**config.mk**
```make
export PLATFORM = sky130hd
export DESIGN_NAME = pes_top
export DESIGN_NICKNAME = d
export VERILOG_FILES = /design/src/hw/pes_pkg.sv /design/src/hw/pes_top.sv /design/src/hw/pes_sync_cap.sv
export SDC_FILE = /design/constraint.sdc
export NUM_CORES = 1
export LEC_CHECK = 0
export ABC_AREA = 1
export BUFFER_PORTS_ARGS = -buffer_cell sky130_fd_sc_hd__buf_2
export CORE_MARGIN = 10
export CORE_UTILIZATION = 50
export CTS_CLUSTER_DIAMETER = 30
export DETAILED_ROUTE_END_ITERATION = 8
export PLACE_DENSITY = 0.71
export SYNTH_ARGS = -nofsm -noshare
export SYNTH_HDL_FRONTEND = slang
export SYNTH_SLANG_ARGS = --single-unit
```
**constraint.sdc**
```tcl
create_clock -name hclk -period 4.8 [get_ports hclk]
set_input_delay 1.44 -clock hclk [delete_from_list [all_inputs] [get_ports hclk]]
set_output_delay 1.44 -clock hclk [all_outputs]
set_load 0.005 [all_outputs]
```
**src/hw/pes_pkg.sv**
```systemverilog
// Constants for the power event signalling block
package pes_pkg;

  // Register byte offsets on the AHB-Lite slave
  localparam logic [7:0] PES_FIX_STS_OFS = 8'h00;
  localparam logic [7:0] PES_FIX_EN_OFS = 8'h04;
  localparam logic [7:0] PES_GP0_STS_OFS = 8'h08;
  localparam logic [7:0] PES_GP0_EN_OFS = 8'h0C;
  localparam logic [7:0] PES_GP1_STS_OFS = 8'h10;
  localparam logic [7:0] PES_GP1_EN_OFS = 8'h14;
  localparam logic [7:0] PES_PEND_OFS = 8'h18;

  // Widths
  localparam int PES_FIX_W = 16;
  localparam int PES_GRP_W = 16;
  localparam int PES_GP_W = 2 * PES_GRP_W;
  localparam int PES_GP_MAX = 256;
  localparam int PES_ASYNC_W = 4 + PES_GP_W;

  // Fixed event bit positions
  localparam int PES_TMR_BIT = 0;
  localparam int PES_BM_BIT = 4;
  localparam int PES_LOCK_BIT = 5;
  localparam int PES_PWR_BIT = 8;
  localparam int PES_SLP_BIT = 9;
  localparam int PES_ALARM_BIT = 10;
  localparam int PES_WAKE_BIT = 15;

  // Pending register fields
  localparam int PES_PEND_IRQ_BIT = 0;
  localparam int PES_PEND_FIX_BIT = 1;
  localparam int PES_PEND_GP_BIT = 2;

  // Build options: alarm status present, per-input trigger type (1 = edge)
  localparam logic PES_ALARM_IMPL = 1'b1;
  localparam logic [PES_GP_W-1:0] PES_GP_EDGE_MASK = 32'h0000FFFF;

  // Reset values
  localparam logic [PES_FIX_W-1:0] PES_FIX_STS_RST = 16'h0000;
  localparam logic [PES_FIX_W-1:0] PES_FIX_EN_RST = 16'h0000;
  localparam logic [PES_GP_W-1:0] PES_GP_STS_RST = 32'h00000000;
  localparam logic [PES_GP_W-1:0] PES_GP_EN_RST = 32'h00000000;

  // AHB encodings
  localparam logic [2:0] PES_HSIZE_WORD = 3'h2;

endpackage : pes_pkg

```
**src/hw/pes_top.sv**
```systemverilog
// Power event status/enable registers and system control interrupt
`timescale 1ns/1ps
`default_nettype none
module pes_top
  import pes_pkg::*;
(
  // Clock and reset
  input wire logic hclk,
  input wire logic hresetn,
  // AHB-Lite slave
  input wire logic hsel,
  input wire logic [31:0] haddr,
  input wire logic [1:0] htrans,
  input wire logic hwrite,
  input wire logic [2:0] hsize,
  input wire logic [31:0] hwdata,
  input wire logic hready,
  output logic hreadyout,
  output logic hresp,
  output logic [31:0] hrdata,
  // Same-clock event pulses
  input wire logic timer_carry,
  input wire logic bus_master_cycle,
  input wire logic lock_release,
  // Asynchronous event pins
  input wire logic power_btn_n,
  input wire logic sleep_btn_n,
  input wire logic clock_alarm,
  input wire logic wake_done,
  input wire logic [PES_GP_W-1:0] gp_event_in,
  // Interrupt
  output logic system_control_irq
);

  // Checked while the design is built, so an oversized build never reaches silicon
  if (PES_GP_W > PES_GP_MAX) begin : g_gp_limit
    $error("too many general-purpose events");
  end

  typedef struct packed {
    logic [PES_FIX_W-1:0] fixed_event_status;
    logic [PES_FIX_W-1:0] fixed_event_enable;
    logic [PES_GP_W-1:0] gp_event_status;
    logic [PES_GP_W-1:0] gp_event_enable;
    logic irq;
    logic dph;
    logic dwr;
    logic [7:0] daddr;
    logic [31:0] rdata;
  } pes_top_st_t;

  pes_top_st_t st_ff;
  pes_top_st_t nxt_st;

  logic [PES_ASYNC_W-1:0] sync_level;
  logic [PES_ASYNC_W-1:0] sync_rise;
  logic take;
  logic wr;
  logic [PES_FIX_W-1:0] fix_set;
  logic [PES_FIX_W-1:0] fix_clr;
  logic [PES_GP_W-1:0] gp_set;
  logic [PES_GP_W-1:0] gp_clr;

  ////////////////////////////////////////////////////////////////////////////
  // Input synchronisers

  // Buttons are inverted ahead of the first stage so a press is a rise
  pes_sync_cap #(.W(PES_ASYNC_W)) u_sync (
    .hclk(hclk),
    .hresetn(hresetn),
    .async_in({gp_event_in, wake_done, clock_alarm, ~sleep_btn_n, ~power_btn_n}),
    .level(sync_level),
    .rise(sync_rise)
  );

  ////////////////////////////////////////////////////////////////////////////
  // Decode and read mux

  function automatic logic hit(input logic [7:0] a, input logic [7:0] ofs);
    hit = (a == ofs);
  endfunction : hit

  function automatic logic [31:0] rd_val(input logic [7:0] a, input pes_top_st_t s);
    logic [31:0] v;
    v = 32'h00000000;
    if (hit(a, PES_FIX_STS_OFS)) v[PES_FIX_W-1:0] = s.fixed_event_status;
    if (hit(a, PES_FIX_EN_OFS)) v[PES_FIX_W-1:0] = s.fixed_event_enable;
    if (hit(a, PES_GP0_STS_OFS)) v[PES_GRP_W-1:0] = s.gp_event_status[PES_GRP_W-1:0];
    if (hit(a, PES_GP0_EN_OFS)) v[PES_GRP_W-1:0] = s.gp_event_enable[PES_GRP_W-1:0];
    if (hit(a, PES_GP1_STS_OFS)) v[PES_GRP_W-1:0] = s.gp_event_status[PES_GP_W-1:PES_GRP_W];
    if (hit(a, PES_GP1_EN_OFS)) v[PES_GRP_W-1:0] = s.gp_event_enable[PES_GP_W-1:PES_GRP_W];
    if (hit(a, PES_PEND_OFS)) begin
      v[PES_PEND_IRQ_BIT] = s.irq;
      v[PES_PEND_FIX_BIT] = |(s.fixed_event_status & s.fixed_event_enable);
      v[PES_PEND_GP_BIT] = |(s.gp_event_status & s.gp_event_enable);
    end
    rd_val = v;
  endfunction : rd_val

  ////////////////////////////////////////////////////////////////////////////
  // Event sources

  assign take = hsel & hready & htrans[1];
  // Sub-word writes are ignored; only whole words reach the registers
  assign wr = st_ff.dph & st_ff.dwr;

  always_comb begin
    fix_set = '0;
    fix_set[PES_TMR_BIT] = timer_carry;
    fix_set[PES_BM_BIT] = bus_master_cycle;
    fix_set[PES_LOCK_BIT] = lock_release;
    // A press only reports to software; there is no direct state change path
    fix_set[PES_PWR_BIT] = sync_rise[0];
    fix_set[PES_SLP_BIT] = sync_rise[1];
    fix_set[PES_ALARM_BIT] = sync_rise[2] & PES_ALARM_IMPL;
    fix_set[PES_WAKE_BIT] = sync_rise[3];
  end

  // Edge inputs latch on the rise; level inputs keep setting while held
  assign gp_set = (PES_GP_EDGE_MASK & sync_rise[PES_ASYNC_W-1:4])
                | (~PES_GP_EDGE_MASK & sync_level[PES_ASYNC_W-1:4]);

  always_comb begin
    fix_clr = '0;
    gp_clr = '0;
    if (wr && hit(st_ff.daddr, PES_FIX_STS_OFS)) fix_clr = hwdata[PES_FIX_W-1:0];
    if (wr && hit(st_ff.daddr, PES_GP0_STS_OFS)) gp_clr[PES_GRP_W-1:0] = hwdata[PES_GRP_W-1:0];
    if (wr && hit(st_ff.daddr, PES_GP1_STS_OFS)) begin
      gp_clr[PES_GP_W-1:PES_GRP_W] = hwdata[PES_GRP_W-1:0];
    end
  end

  ////////////////////////////////////////////////////////////////////////////
  // Next state

  always_comb begin
    nxt_st = st_ff;
    // Set wins over a clear landing in the same cycle
    nxt_st.fixed_event_status = (st_ff.fixed_event_status & ~fix_clr) | fix_set;
    nxt_st.gp_event_status = (st_ff.gp_event_status & ~gp_clr) | gp_set;
    if (wr && hit(st_ff.daddr, PES_FIX_EN_OFS)) begin
      nxt_st.fixed_event_enable = hwdata[PES_FIX_W-1:0];
    end
    if (wr && hit(st_ff.daddr, PES_GP0_EN_OFS)) begin
      nxt_st.gp_event_enable[PES_GRP_W-1:0] = hwdata[PES_GRP_W-1:0];
    end
    if (wr && hit(st_ff.daddr, PES_GP1_EN_OFS)) begin
      nxt_st.gp_event_enable[PES_GP_W-1:PES_GRP_W] = hwdata[PES_GRP_W-1:0];
    end
    // Only the two event classes feed the shared level output
    nxt_st.irq = (|(st_ff.fixed_event_status & st_ff.fixed_event_enable))
               | (|(st_ff.gp_event_status & st_ff.gp_event_enable));
    nxt_st.dph = take;
    nxt_st.dwr = take & hwrite & (hsize == PES_HSIZE_WORD);
    nxt_st.daddr = haddr[7:0];
    // Read data comes from post-write state so a read right after a write sees it
    nxt_st.rdata = (take && !hwrite) ? rd_val(haddr[7:0], nxt_st) : 32'h00000000;
  end

  always_ff @(posedge hclk or negedge hresetn) begin
    if (!hresetn) begin
      st_ff.fixed_event_status <= PES_FIX_STS_RST;
      st_ff.fixed_event_enable <= PES_FIX_EN_RST;
      st_ff.gp_event_status <= PES_GP_STS_RST;
      st_ff.gp_event_enable <= PES_GP_EN_RST;
      st_ff.irq <= 1'b0;
      st_ff.dph <= 1'b0;
      st_ff.dwr <= 1'b0;
      st_ff.daddr <= 8'h00;
      st_ff.rdata <= 32'h00000000;
    end else begin
      st_ff <= nxt_st;
    end
  end

  // Zero wait states, always OKAY
  assign hreadyout = 1'b1;
  assign hresp = 1'b0;
  assign hrdata = st_ff.rdata;
  assign system_control_irq = st_ff.irq;
endmodule : pes_top
`default_nettype wire

```
**src/hw/pes_sync_cap.sv**
```systemverilog
// Three-stage input synchroniser with qualified level and rising-edge pulse
`timescale 1ns/1ps
`default_nettype none
module pes_sync_cap
  import pes_pkg::*;
#(
  parameter int W = PES_ASYNC_W
) (
  // Clock and reset
  input wire logic hclk,
  input wire logic hresetn,
  // Raw pins
  input wire logic [W-1:0] async_in,
  // Qualified outputs
  output logic [W-1:0] level,
  output logic [W-1:0] rise
);

  typedef struct packed {
    logic [W-1:0] s1;
    logic [W-1:0] s2;
    logic [W-1:0] s3;
    logic [W-1:0] lvl;
    logic [W-1:0] prv;
  } pes_sync_st_t;

  pes_sync_st_t st_ff;
  pes_sync_st_t nxt_st;

  // A change is accepted only once stages two and three agree
  always_comb begin
    nxt_st = st_ff;
    nxt_st.s1 = async_in;
    nxt_st.s2 = st_ff.s1;
    nxt_st.s3 = st_ff.s2;
    nxt_st.lvl = (~(st_ff.s2 ^ st_ff.s3) & st_ff.s3) | ((st_ff.s2 ^ st_ff.s3) & st_ff.lvl);
    nxt_st.prv = st_ff.lvl;
  end

  always_ff @(posedge hclk or negedge hresetn) begin
    if (!hresetn) begin
      st_ff <= '0;
    end else begin
      st_ff <= nxt_st;
    end
  end

  assign level = st_ff.lvl;
  assign rise = st_ff.lvl & ~st_ff.prv;

endmodule : pes_sync_cap
`default_nettype wire

```
After elaboration in Yosys (flattened, before gate mapping)
Cells that the tools add are included.
{"block": "totals", "register_bits": 287, "inputBits": 113, "output_inout_bits": 35, "wordCells": 80}
{"block": "op_classes", "n_eq_ne": 12, "muxes": 14, "bitwise": 26, "reduce_logical": 14}
{"cell": "2-to-1 mux 16 bit", "n": 13}
{"cell": "bitwise AND 32 bit", "n": 3}
{"cell": "bitwise AND 36 bit", "n": 2}
{"cell": "OR reduction 32 bit", "n": 2}
{"cell": "bitwise AND 16 bit", "n": 3}
{"cell": "equality test 8 x 5 -> 1 bit (second input constant)", "n": 5}
{"cell": "NOT 36 bit", "n": 1}
{"cell": "bitwise OR 36 bit", "n": 1}
{"cell": "XOR 36 bit", "n": 1}
{"cell": "equality test 8 x 4 -> 1 bit (second input constant)", "n": 4}
{"cell": "NOT 32 bit", "n": 1}
{"cell": "bitwise OR 16 x 32 -> 32 bit", "n": 1}
{"cell": "bitwise OR 32 bit", "n": 1}
{"cell": "OR reduction 16 bit", "n": 2}
{"cell": "bitwise AND 20 bit", "n": 1}
{"cell": "NOT 20 bit", "n": 1}
{"cell": "equality test 8 x 3 -> 1 bit (second input constant)", "n": 2}
{"cell": "logical NOT 8 bit", "n": 2}
{"cell": "NOT 16 bit", "n": 1}
{"cell": "bitwise OR 16 bit", "n": 1}
{"cell": "logical AND 1 bit", "n": 7}
{"cell": "bitwise AND 1 bit", "n": 5}
{"cell": "equality test 3 x 2 -> 1 bit (second input constant)", "n": 1}
{"cell": "2-to-1 mux 3 bit", "n": 1}
{"cell": "other kinds (3)", "n": 4}

Depth between registers and ports, before layout
Gate-level depths: netlist (run 1).
{"block": "depth", "depth_word": 14, "depth_mapped": 16, "mapped_depth_nobuf": 15}

Cells and area by module
From an unflattened synthesis (run 1), not the netlist that was laid out.
{"block": "unflattened", "cells_unflattened": 1238, "hier_area_um2": 11923.9}
{"mod": "pes_top", "instances": 1, "cells_each": 810, "area_each_um2": 6308.6, "seq_area_each_um2": 3078.0}
{"mod": "pes_sync_cap", "instances": 1, "cells_each": 428, "area_each_um2": 5615.4, "seq_area_each_um2": 4504.3}

Worst setup path before layout (run 1)
Ideal clock, no wire load.
{"block": "synth_timing", "path_kind": "in2reg", "start": "in haddr[7]", "end": "reg st_ff (netlist bit hrdata[12])", "setup_time_ns": 0.065, "arrival_ns": 2.656, "required_time_ns": 4.735, "slack_ns": 2.079, "stages": 11, "path_buffers": 1, "path_cell_list": "or2_1 -> nor2_1 -> nand2_1 -> nor2_1 -> buf_2 -> nand2_1 -> nand3_1 -> o21ai_0 -> nand3_1 -> o211ai_1 -> inv_1"}
{"item": "start: declaration", "line_no": "pes_top.sv:12", "text": "input wire logic [31:0] haddr,"}
{"item": "end signal: assignment", "line_no": "pes_top.sv:172", "text": "st_ff <= nxt_st;"}
{"item": "end: declaration", "line_no": "pes_top.sv:52", "text": "pes_top_st_t st_ff;"}

==> results of run 1 <==
## critical path, stage by stage
cell and delay [ns]:
buf_2 0.10, or2_1 0.23, nor2_1 0.09, nand2_1 0.16, inv_1 0.10, nand3_1 0.46, inv_1 0.45, nand2_1 0.09
nand2_1 0.08, nand3_1 0.07, nand2_1 0.07, inv_1 0.04, nand2_1 0.08, inv_1 0.04
## logic make-up (layout without fill, tap and decap cells)
kind of cell / Yosys count / in the layout
fa+ha+maj: 36 / 36
compound gates: 173 / 173
flops: 287 / 287
simple gates: 358 / 358
other cells: 2 / 19
buf+inv: 177 / 319
## worst max path at each step
| stage | from | to | slack, ns | depth (start not counted) |
|---|---|---|---|---|
| after detailed placement | haddr[7] | hrdata[2] | 1.25 | 14 |
| after floorplan | haddr[7] | hrdata[12] | 2.08 | 11 |
| after global placement | haddr[7] | hrdata[2] | 1.30 | 14 |
| after CTS | haddr[7] | hrdata[2] | 1.79 | 14 |
| final | haddr[7] | hrdata[2] | 1.73 | 14 |
| after global routing | haddr[7] | hrdata[2] | 1.56 | 14 |
## final cells by class
cell class | count | area [µm²]
multi-input cells | 585 | 2975
clock buffers | 61 | 1395
clock inverters | 37 | 555.5
fillers | 1702 | 8219
flip-flops and latches | 287 | 7182
well taps | 280 | 350.3
inverters | 124 | 465.4
diodes | 1 | 2.502
repair buffers | 97 | 543.0
## synthesized netlist by cell type (all sizes together)
master and number:
a22o 5, nor2 41, dfrtp 287, maj3 36, inv 124, nand2 257, a221oi 7, clkbuf 4
nand3 48, or2 2, buf 49, nand4 7, nor4b 1, a21oi 45, conb 2, nor3 2
o211ai 6, a31oi 1, o21ai 109
## power by group through the flow
| stage | Sequential [mW] | Combinational (mW) | Clock, mW |
|---|---|---|---|
| global route | 2.58 | 0.199 | 4.16 |
| finish | 2.57 | 0.175 | 3.97 |
| detailed placement | 2.61 | 0.178 | 0 |
| CTS | 2.57 | 0.178 | 4.03 |
| floorplan | 2.59 | 0.0797 | 0 |
| global placement | 2.60 | 0.172 | 0 |
## per-layer routing
metal  global-route usage, %  routed length (µm)
met1                   23.15               10430
met2                   28.98               12450
met3                   4.075                1895
met4                   6.245                 562
met5                       0                  13
==> flow_metrics.py, run 1 <==
metrics = {
    "sta": {
        "worst_slack_ns": 1.732,
        "hold_viol": 0,
        "fmax_mhz": 326.0,
        "final.setup_skew_ns": 0.02080,
        "finalCritPeriodShare_pct": 63.91,
        "finalSetupTns_ns": 0,
        "holdWs_ns": 0.3374,
        "slew_viol_final": 0,
        "worstMarginPinSlew_ns": 0.8513,
        "rsz0062_at_grt": "false",
        "finalWorstPathRequiredPeriod_ns": 3.068,
        "setup_viol": 0,
        "slew_headroom_pct": 43.19,
    },
    "pwr": {
        "peakVddDrop_mv": 0.3827,
        "powerDensity_nw_per_um2": 498.6,
        "p_int_mw": 5.246,
        "power_mw": 6.716,
        "swShare_pct": 21.89,
        "clkPwrFrac_pct": 59.1,
        "p_leak_nw": 6.920,
        "netSwitchingPower_mw": 1.470,
        "comb_power_share_pct": 2.6,
        "pwr-share-seq_pct": 38.3,
    },
    "critical_path": {
        "r2r_end": "hrdata[2]",
        "cp-start-kind": "input pin",
        "cp.required_ns": 5.24,
        "end_kind": "register",
        "rr_startpoint": "st_ff[39]",
        "crit_arrival_ns": 3.51,
        "cp_max_fo": 14,
        "path_class": "in2reg",
        "reg2regPathDepth": 14,
        "r2r_slack_ns": 2.19,
    },
    "finish": {
        "layout_commonest_cell": "dfrtp_1",
        "syn2layout_area_growth_pct": 23.17,
        "final_util_pct": 62.10,
        "final_cell_mix": "dfrtp_1, nand2_1, inv_1",
        "final_cell_count_no_fill": 1472,
        "nets": 1260,
        "drive_gt1_share_pct": 19.56,
        "stdcell_area_um2": 13470,
    },
    "routing": {
        "wl_per_cell_um": 17.22,
        "final_antenna_net_count": 0,
        "via_per_inst": 5.160,
        "drt-initial-drc-count": 812,
        "routed_wl_mm": 25.35,
        "drc": 0,
        "vias": 7595,
        "dr.pass1.iters": 6,
    },
    "synth": {
        "yosysWarnings": 0,
        "synthAdderAreaFrac_pct": 3.295,
        "synth_area_um2": 10940,
        "ys_ff_latch": 287,
        "yosysSeqAreaShare_pct": 65.68,
        "synth_compound_area_share_pct": 8.924,
        "synthSimpleGateAreaFrac_pct": 14.37,
        "yosysTopAreaCell": "dfrtp_1",
        "ys_top_cells_by_area": "dfrtp_1, nand2_1, inv_1",
        "syn_avg_cell_area_um2": 10.59,
        "synth_xor_area_share_pct": 0,
        "yosysUniqueCellTypes": 33,
        "synth_top_family_by_area": "simple AND/OR/NAND/NOR gates",
        "syn_inst": 1033,
        "synth_top_area_share_pct": 65.68,
        "synthMuxAreaShare_pct": 0,
    },
    "floorplan": {
        "die-width_um": 167.9,
        "dieHeight_um": 167.9,
        "rows": 54,
        "die-area_um2": 28190,
        "core-area_um2": 21690,
        "io_pins": 148,
        "start_util_pct": 50.42,
    },
    "clocking": {
        "clkTransAtPathRegs_ns": 0.05,
        "clk_latency_ns": 0.56,
        "cts_setup_buffers": 0,
        "cts_tree": "done",
        "cts.htree.levels": 2,
        "cts-buffers-inserted": 52,
        "hold_buffers": 0,
        "ctsRootBufferMaster": "clkbuf_16",
        "cts.sink_count": 287,
        "ctsResizeCount": 0,
        "cts_max_path_buffers": 3,
    },
    "min_path": {
        "hp-class": "reg2reg",
        "worstHoldStart": "u_sync.nxt_st[135]",
        "holdPathStages": 0,
        "hold_end": "u_sync.nxt_st[99]",
    },
    "placed_design": {
        "dp_hpwl_mm": 17.12,
        "place_worst_setup_slack_ns": 1.249,
        "dpl_cell_area_um2": 11520,
        "dpl.cell_count": 1373,
        "portBuffers": 88,
        "gp_congestion": 0.9193,
    },
    "grt": {
        "antenna_found_initial": 2,
        "grt_pass1_vias": 7803,
        "grt_max_degree": 101,
        "grt_remaining_overflow": 0,
        "grt_pass1_wl_mm": 40.83,
        "grt_use_total_pct": 17.87,
    },
    "flow_run": {
        "drv_cap": 0,
    },
    "outcome": {
        "status": "complete, no violations",
    },
}
No activity file was read; power rests on OpenSTA's default activity.
==> inputs of run 2 (changes only) <==
Clock period 4.8 ns to 2.9 ns, I/O delays scaled along.
==> flow_metrics.py, run 2 (synthesis results as in run 1) <==
metrics = {
    "outcome": {
        "status": "complete, no violations",
    },
    "clocking": {
        "clkTransAtPathRegs_ns": 0.05,
        "cts.htree.levels": 2,
        "cts_max_path_buffers": 3,
        "hold_buffers": 0,
        "clk_latency_ns": 0.55,
        "cts.sink_count": 287,
        "cts_setup_buffers": 0,
        "ctsRootBufferMaster": "clkbuf_16",
        "cts-buffers-inserted": 51,
        "ctsResizeCount": 0,
        "cts_tree": "done",
    },
    "critical_path": {
        "slowest_delay_ns": 0.39,
        "crit_family": "simple AND/OR/NAND/NOR gates",
        "rr_startpoint": "st_ff[33]",
        "end_kind": "register",
        "reg2regPathDepth": 13,
        "critPathLaunch": "st_ff[33]",
        "slowest_stage": "dfrtp_1",
        "crit_arrival_ns": 2.83,
        "worst-path-buf-inv": 3,
        "cp-start-kind": "register",
        "cp.required_ns": 3.33,
        "crit_cells": 13,
        "path_class": "reg2reg",
        "cp_max_fo": 19,
        "cp_cell_sequence": "nor2_4 > inv_2 > nor2_2 > nand2_2 > buf_4 > o21ai_1 > a21oi_1 > nor2_1 > nand2_2 > nor2_1 > nand3_1 > nand2_1 > inv_1",
    },
    "pwr": {
        "p_leak_nw": 6.977,
        "peakVddDrop_mv": 0.4535,
        "powerDensity_nw_per_um2": 811.2,
    },
    "sta": {
        "slew_headroom_pct": 55.16,
        "fmax_mhz": 416.1,
        "final.setup_skew_ns": 0.01191,
        "hold_viol": 0,
        "worstMarginPinSlew_ns": 0.6727,
        "setup_viol": 0,
        "finalWorstPathRequiredPeriod_ns": 2.403,
        "slew_viol_final": 0,
        "finalCritPeriodShare_pct": 82.87,
        "rsz0062_at_grt": "false",
        "finalSetupTns_ns": 0,
    },
    "grt": {
        "gr-usage-met2_pct": 28.44,
        "grt.busiest_layer": "met2",
        "grt_max_degree": 83,
        "grt_pass1_wl_mm": 40.79,
        "grt_remaining_overflow": 0,
        "grtUsageMet3_pct": 4.517,
        "grt_use_total_pct": 17.79,
        "grt_pass1_vias": 7880,
        "antenna_found_initial": 0,
        "use_met1_pct": 23.02,
    },
    "routing": {
        "final_antenna_net_count": 0,
        "vias": 7652,
        "wl_per_cell_um": 17.14,
        "via_per_inst": 5.163,
        "drc": 0,
        "drt-initial-drc-count": 704,
        "dr.pass1.iters": 5,
        "routed_wl_mm": 25.41,
    },
    "floorplan": {
        "die-width_um": 167.9,
        "io_pins": 148,
        "start_util_pct": 50.42,
        "core-area_um2": 21690,
        "dieHeight_um": 167.9,
        "die-area_um2": 28190,
        "rows": 54,
    },
    "finish": {
        "final_cell_mix": "dfrtp_1, nand2_1, inv_1",
        "nets": 1276,
        "drive_gt1_share_pct": 20.13,
        "diodes": 0,
        "layout_commonest_cell": "dfrtp_1",
        "stdcell_area_um2": 13560,
        "syn2layout_area_growth_pct": 24.02,
    },
    "placed_design": {
        "dpl_cell_area_um2": 11670,
        "dp_hpwl_mm": 17.69,
        "gp_congestion": 0.9247,
        "portBuffers": 88,
    },
    "min_path": {
        "hp-class": "in2async",
    },
    "flow_run": {
        "drv_cap": 0,
    },
}
## run 2: worst paths after layout
path	end	slack, ns
hold / removal	u_sync.st_ff[92]	0.32
setup reg to reg	hrdata[2]	0.50
setup / recovery	hrdata[2]	0.50
max in group asynchronous	async pin	1.85
hold reg to reg	u_sync.nxt_st[97]	0.34
min in group hclk	u_sync.nxt_st[97]	0.34
## run 2: layout make-up
cell class | count | area, µm²
fillers | 1676 | 8127
flip-flops and latches | 287 | 7182
multi-input cells | 585 | 2975
clock buffers | 64 | 1428
repair buffers | 114 | 695.7
clock inverters | 28 | 465.4
inverters | 124 | 465.4
well taps | 280 | 350.3
## run 2: power breakdown
| group | internal [mW] | switching (mW) |
|---|---|---|
| Clock | 4.46 | 1.98 |
| Combinational | 0.105 | 0.197 |
| Sequential | 4.18 | 0.0797 |
## run 2: per-stage QoR
step	power (mW)	hold slack (ns)	utilization [%]	cells	worst slack, ns
floorplan	4.426	0.3312	-	1049	0.7492
global placement	4.608	0.3312	53.80	1390	0.2748
detailed placement	4.623	0.3347	53.80	1390	0.2411
CTS	11.11	0.3428	62.53	1482	0.5525
global route	11.36	0.3473	62.53	1482	0.2738
finish	11.00	0.3154	62.53	1482	0.4967
## run 2: routing by layer
layer / wire length (µm) / vias to the layer above
met5: 0 / -
met4: 669 / 0
met3: 1919 / 55
met2: 12130 / 329
met1: 10690 / 3717
li1: - / 3551
==> inputs of run 3 (changes only) <==
Settings changed: PLACE_DENSITY 0.71 to 0.74.
Clock period 2.9 ns to 2.2 ns, I/O delays scaled along.
==> flow_metrics.py, run 3 (synthesis results as in run 1) <==
metrics = {
    "sta": {
        "slew_headroom_pct": 65.32,
        "worstMarginPinSlew_ns": 0.5203,
        "holdWs_ns": 0.02352,
        "hold_viol": 0,
        "finalWorstPathRequiredPeriod_ns": 2.257,
        "finalSetupTns_ns": -0.05679,
        "fmax_mhz": 443.1,
        "final.setup_skew_ns": 0.02766,
        "slew_viol_final": 0,
        "worst_slack_ns": -0.05679,
        "finalCritPeriodShare_pct": 102.6,
        "rsz0062_at_grt": "true",
        "setup_viol": 1,
    },
    "floorplan": {
        "rows": 54,
        "io_pins": 148,
        "start_util_pct": 50.42,
        "core-area_um2": 21690,
        "die-width_um": 167.9,
        "dieHeight_um": 167.9,
        "die-area_um2": 28190,
    },
    "critical_path": {
        "r2r_end": "hrdata[7]",
        "path_class": "reg2reg",
        "rr_startpoint": "st_ff[38]",
        "r2r_slack_ns": -0.06,
        "cp_max_fo": 8,
        "cp-start-kind": "register",
        "crit_arrival_ns": 2.70,
        "cp.required_ns": 2.64,
        "reg2regPathDepth": 11,
        "end_kind": "register",
    },
    "pwr": {
        "p_leak_nw": 7.281,
        "powerDensity_nw_per_um2": 1005,
        "peakVddDrop_mv": 0.8396,
    },
    "clocking": {
        "cts.htree.levels": 2,
        "cts_tree": "done",
        "clk_latency_ns": 0.56,
        "cts.sink_count": 287,
        "hold_buffers": 0,
        "cts_max_path_buffers": 3,
        "ctsRootBufferMaster": "clkbuf_16",
        "clkTransAtPathRegs_ns": 0.05,
        "cts-buffers-inserted": 52,
    },
    "flow_run": {
        "drv_cap": 0,
    },
    "routing": {
        "vias": 8019,
        "drc": 0,
        "final_antenna_net_count": 0,
        "via_per_inst": 5.207,
        "routed_wl_mm": 27.64,
        "dr.pass1.iters": 5,
        "drt-initial-drc-count": 893,
        "wl_per_cell_um": 17.94,
    },
    "finish": {
        "final_cell_mix": "dfrtp_1, nand2_1, inv_1",
        "final_util_pct": 65.84,
        "layout_commonest_cell": "dfrtp_1",
        "syn2layout_area_growth_pct": 30.57,
        "nets": 1330,
        "fillers": 1583,
        "seqCellArea_um2": 7182,
        "drive_gt1_share_pct": 26.35,
        "multi_input_area_um2": 3144,
        "diodes": 0,
        "final_cell_count_no_fill": 1540,
    },
    "placed_design": {
        "gp_congestion": 0.9140,
        "dp_hpwl_mm": 18.47,
        "portBuffers": 88,
        "dpl.cell_count": 1425,
    },
    "outcome": {
        "violations": "negative setup slack",
        "status": "finished, violations left",
    },
    "min_path": {
        "hp-class": "in2async",
    },
    "grt": {
        "antenna_found_initial": 0,
        "grt_max_degree": 56,
        "grt_use_total_pct": 19.06,
        "grt_pass1_wl_mm": 43.55,
        "grt_pass1_vias": 8421,
        "grt_remaining_overflow": 0,
    },
}
[run 3: cell types whose count changed in the layout (fill, tap and decap cells not counted), moves of 4 or more]
cell / change
o21ai_2: +7
buf_4: +33
nand2_2: +8
inv_6: +8
clkinv_2: -4
nand2_1: -11
o21ai_1: +11
nor2_1: -7
o21ai_0: -19
buf_6: +6
bufinv_16: -4
nor2_2: +4
buf_12: +12
[run 3: per-layer routing]
metal / track usage (%) / part of all wire [%]
met2: 31.17 / 50
met4: 8.213 / 3.4
met3: 4.354 / 7.4
met5: 0 / 0
met1: 23.84 / 39
[run 3: how the worst max path moves through the flow]
stage / start / endpoint / slack (ns) / depth (start not counted)
2_1_floorplan: haddr[7] / hrdata[12] / 0.26 / 11
3_3_place_gp: haddr[7] / hrdata[8] / -0.14 / 12
3_5_place_dp: haddr[7] / hrdata[8] / -0.18 / 12
4_1_cts: st_ff[33] / hrdata[2] / 0.005 / 15
5_1_grt: st_ff[38] / hrdata[7] / -0.15 / 11
6_report: st_ff[38] / hrdata[7] / -0.06 / 11
[run 3: where the power goes]
group / leakage, nW / internal [mW] / switching [mW] / total [mW]
clock network: 0.897 / 5.46 / 2.83 / 8.30
registers: 3.21 / 5.50 / 0.109 / 5.61
logic: 3.17 / 0.161 / 0.282 / 0.443
total: 7.28 / 11.1 / 3.23 / 14.3
[run 3: cell type report]
type,count,area share [%]
multi-input cells,586,22.02
flip-flops and latches,287,50.30
repair buffers,166,8.868
inverters,124,3.260
clock inverters,36,3.330
clock buffers,61,9.770
well taps,280,2.454
[run 3: what timing repair did]
action | CTS | global route
setup endpoints to repair | 1 | 12
setup buffers | 5 | 12
gates resized for setup | 2 | 68
gates cloned | 0 | 1
pin swaps | 1 | 25
[run 3: worst max-delay path, cell delays in order, from the launching register on]
cell      delay, ns
dfrtp_1        0.37
nor2_2         0.15
nand2_2        0.11
nor2_8         0.23
buf_6          0.17
nand2_4        0.08
o21ai_0        0.25
nand2_1        0.12
o21ai_0        0.33
nand3_1        0.14
o211ai_1       0.11
inv_1          0.06
[run 3: stage by stage]
stage                     power [mW]  cell area, µm²  setup WS, ns
after floorplan                5.834           11000        0.2592
after global placement         6.098           12040       -0.1363
after detailed placement       6.121           12040       -0.1790
after CTS                      14.46           13950      0.005178
after global routing           14.84           14280       -0.1454
final                          14.35           14280      -0.05679
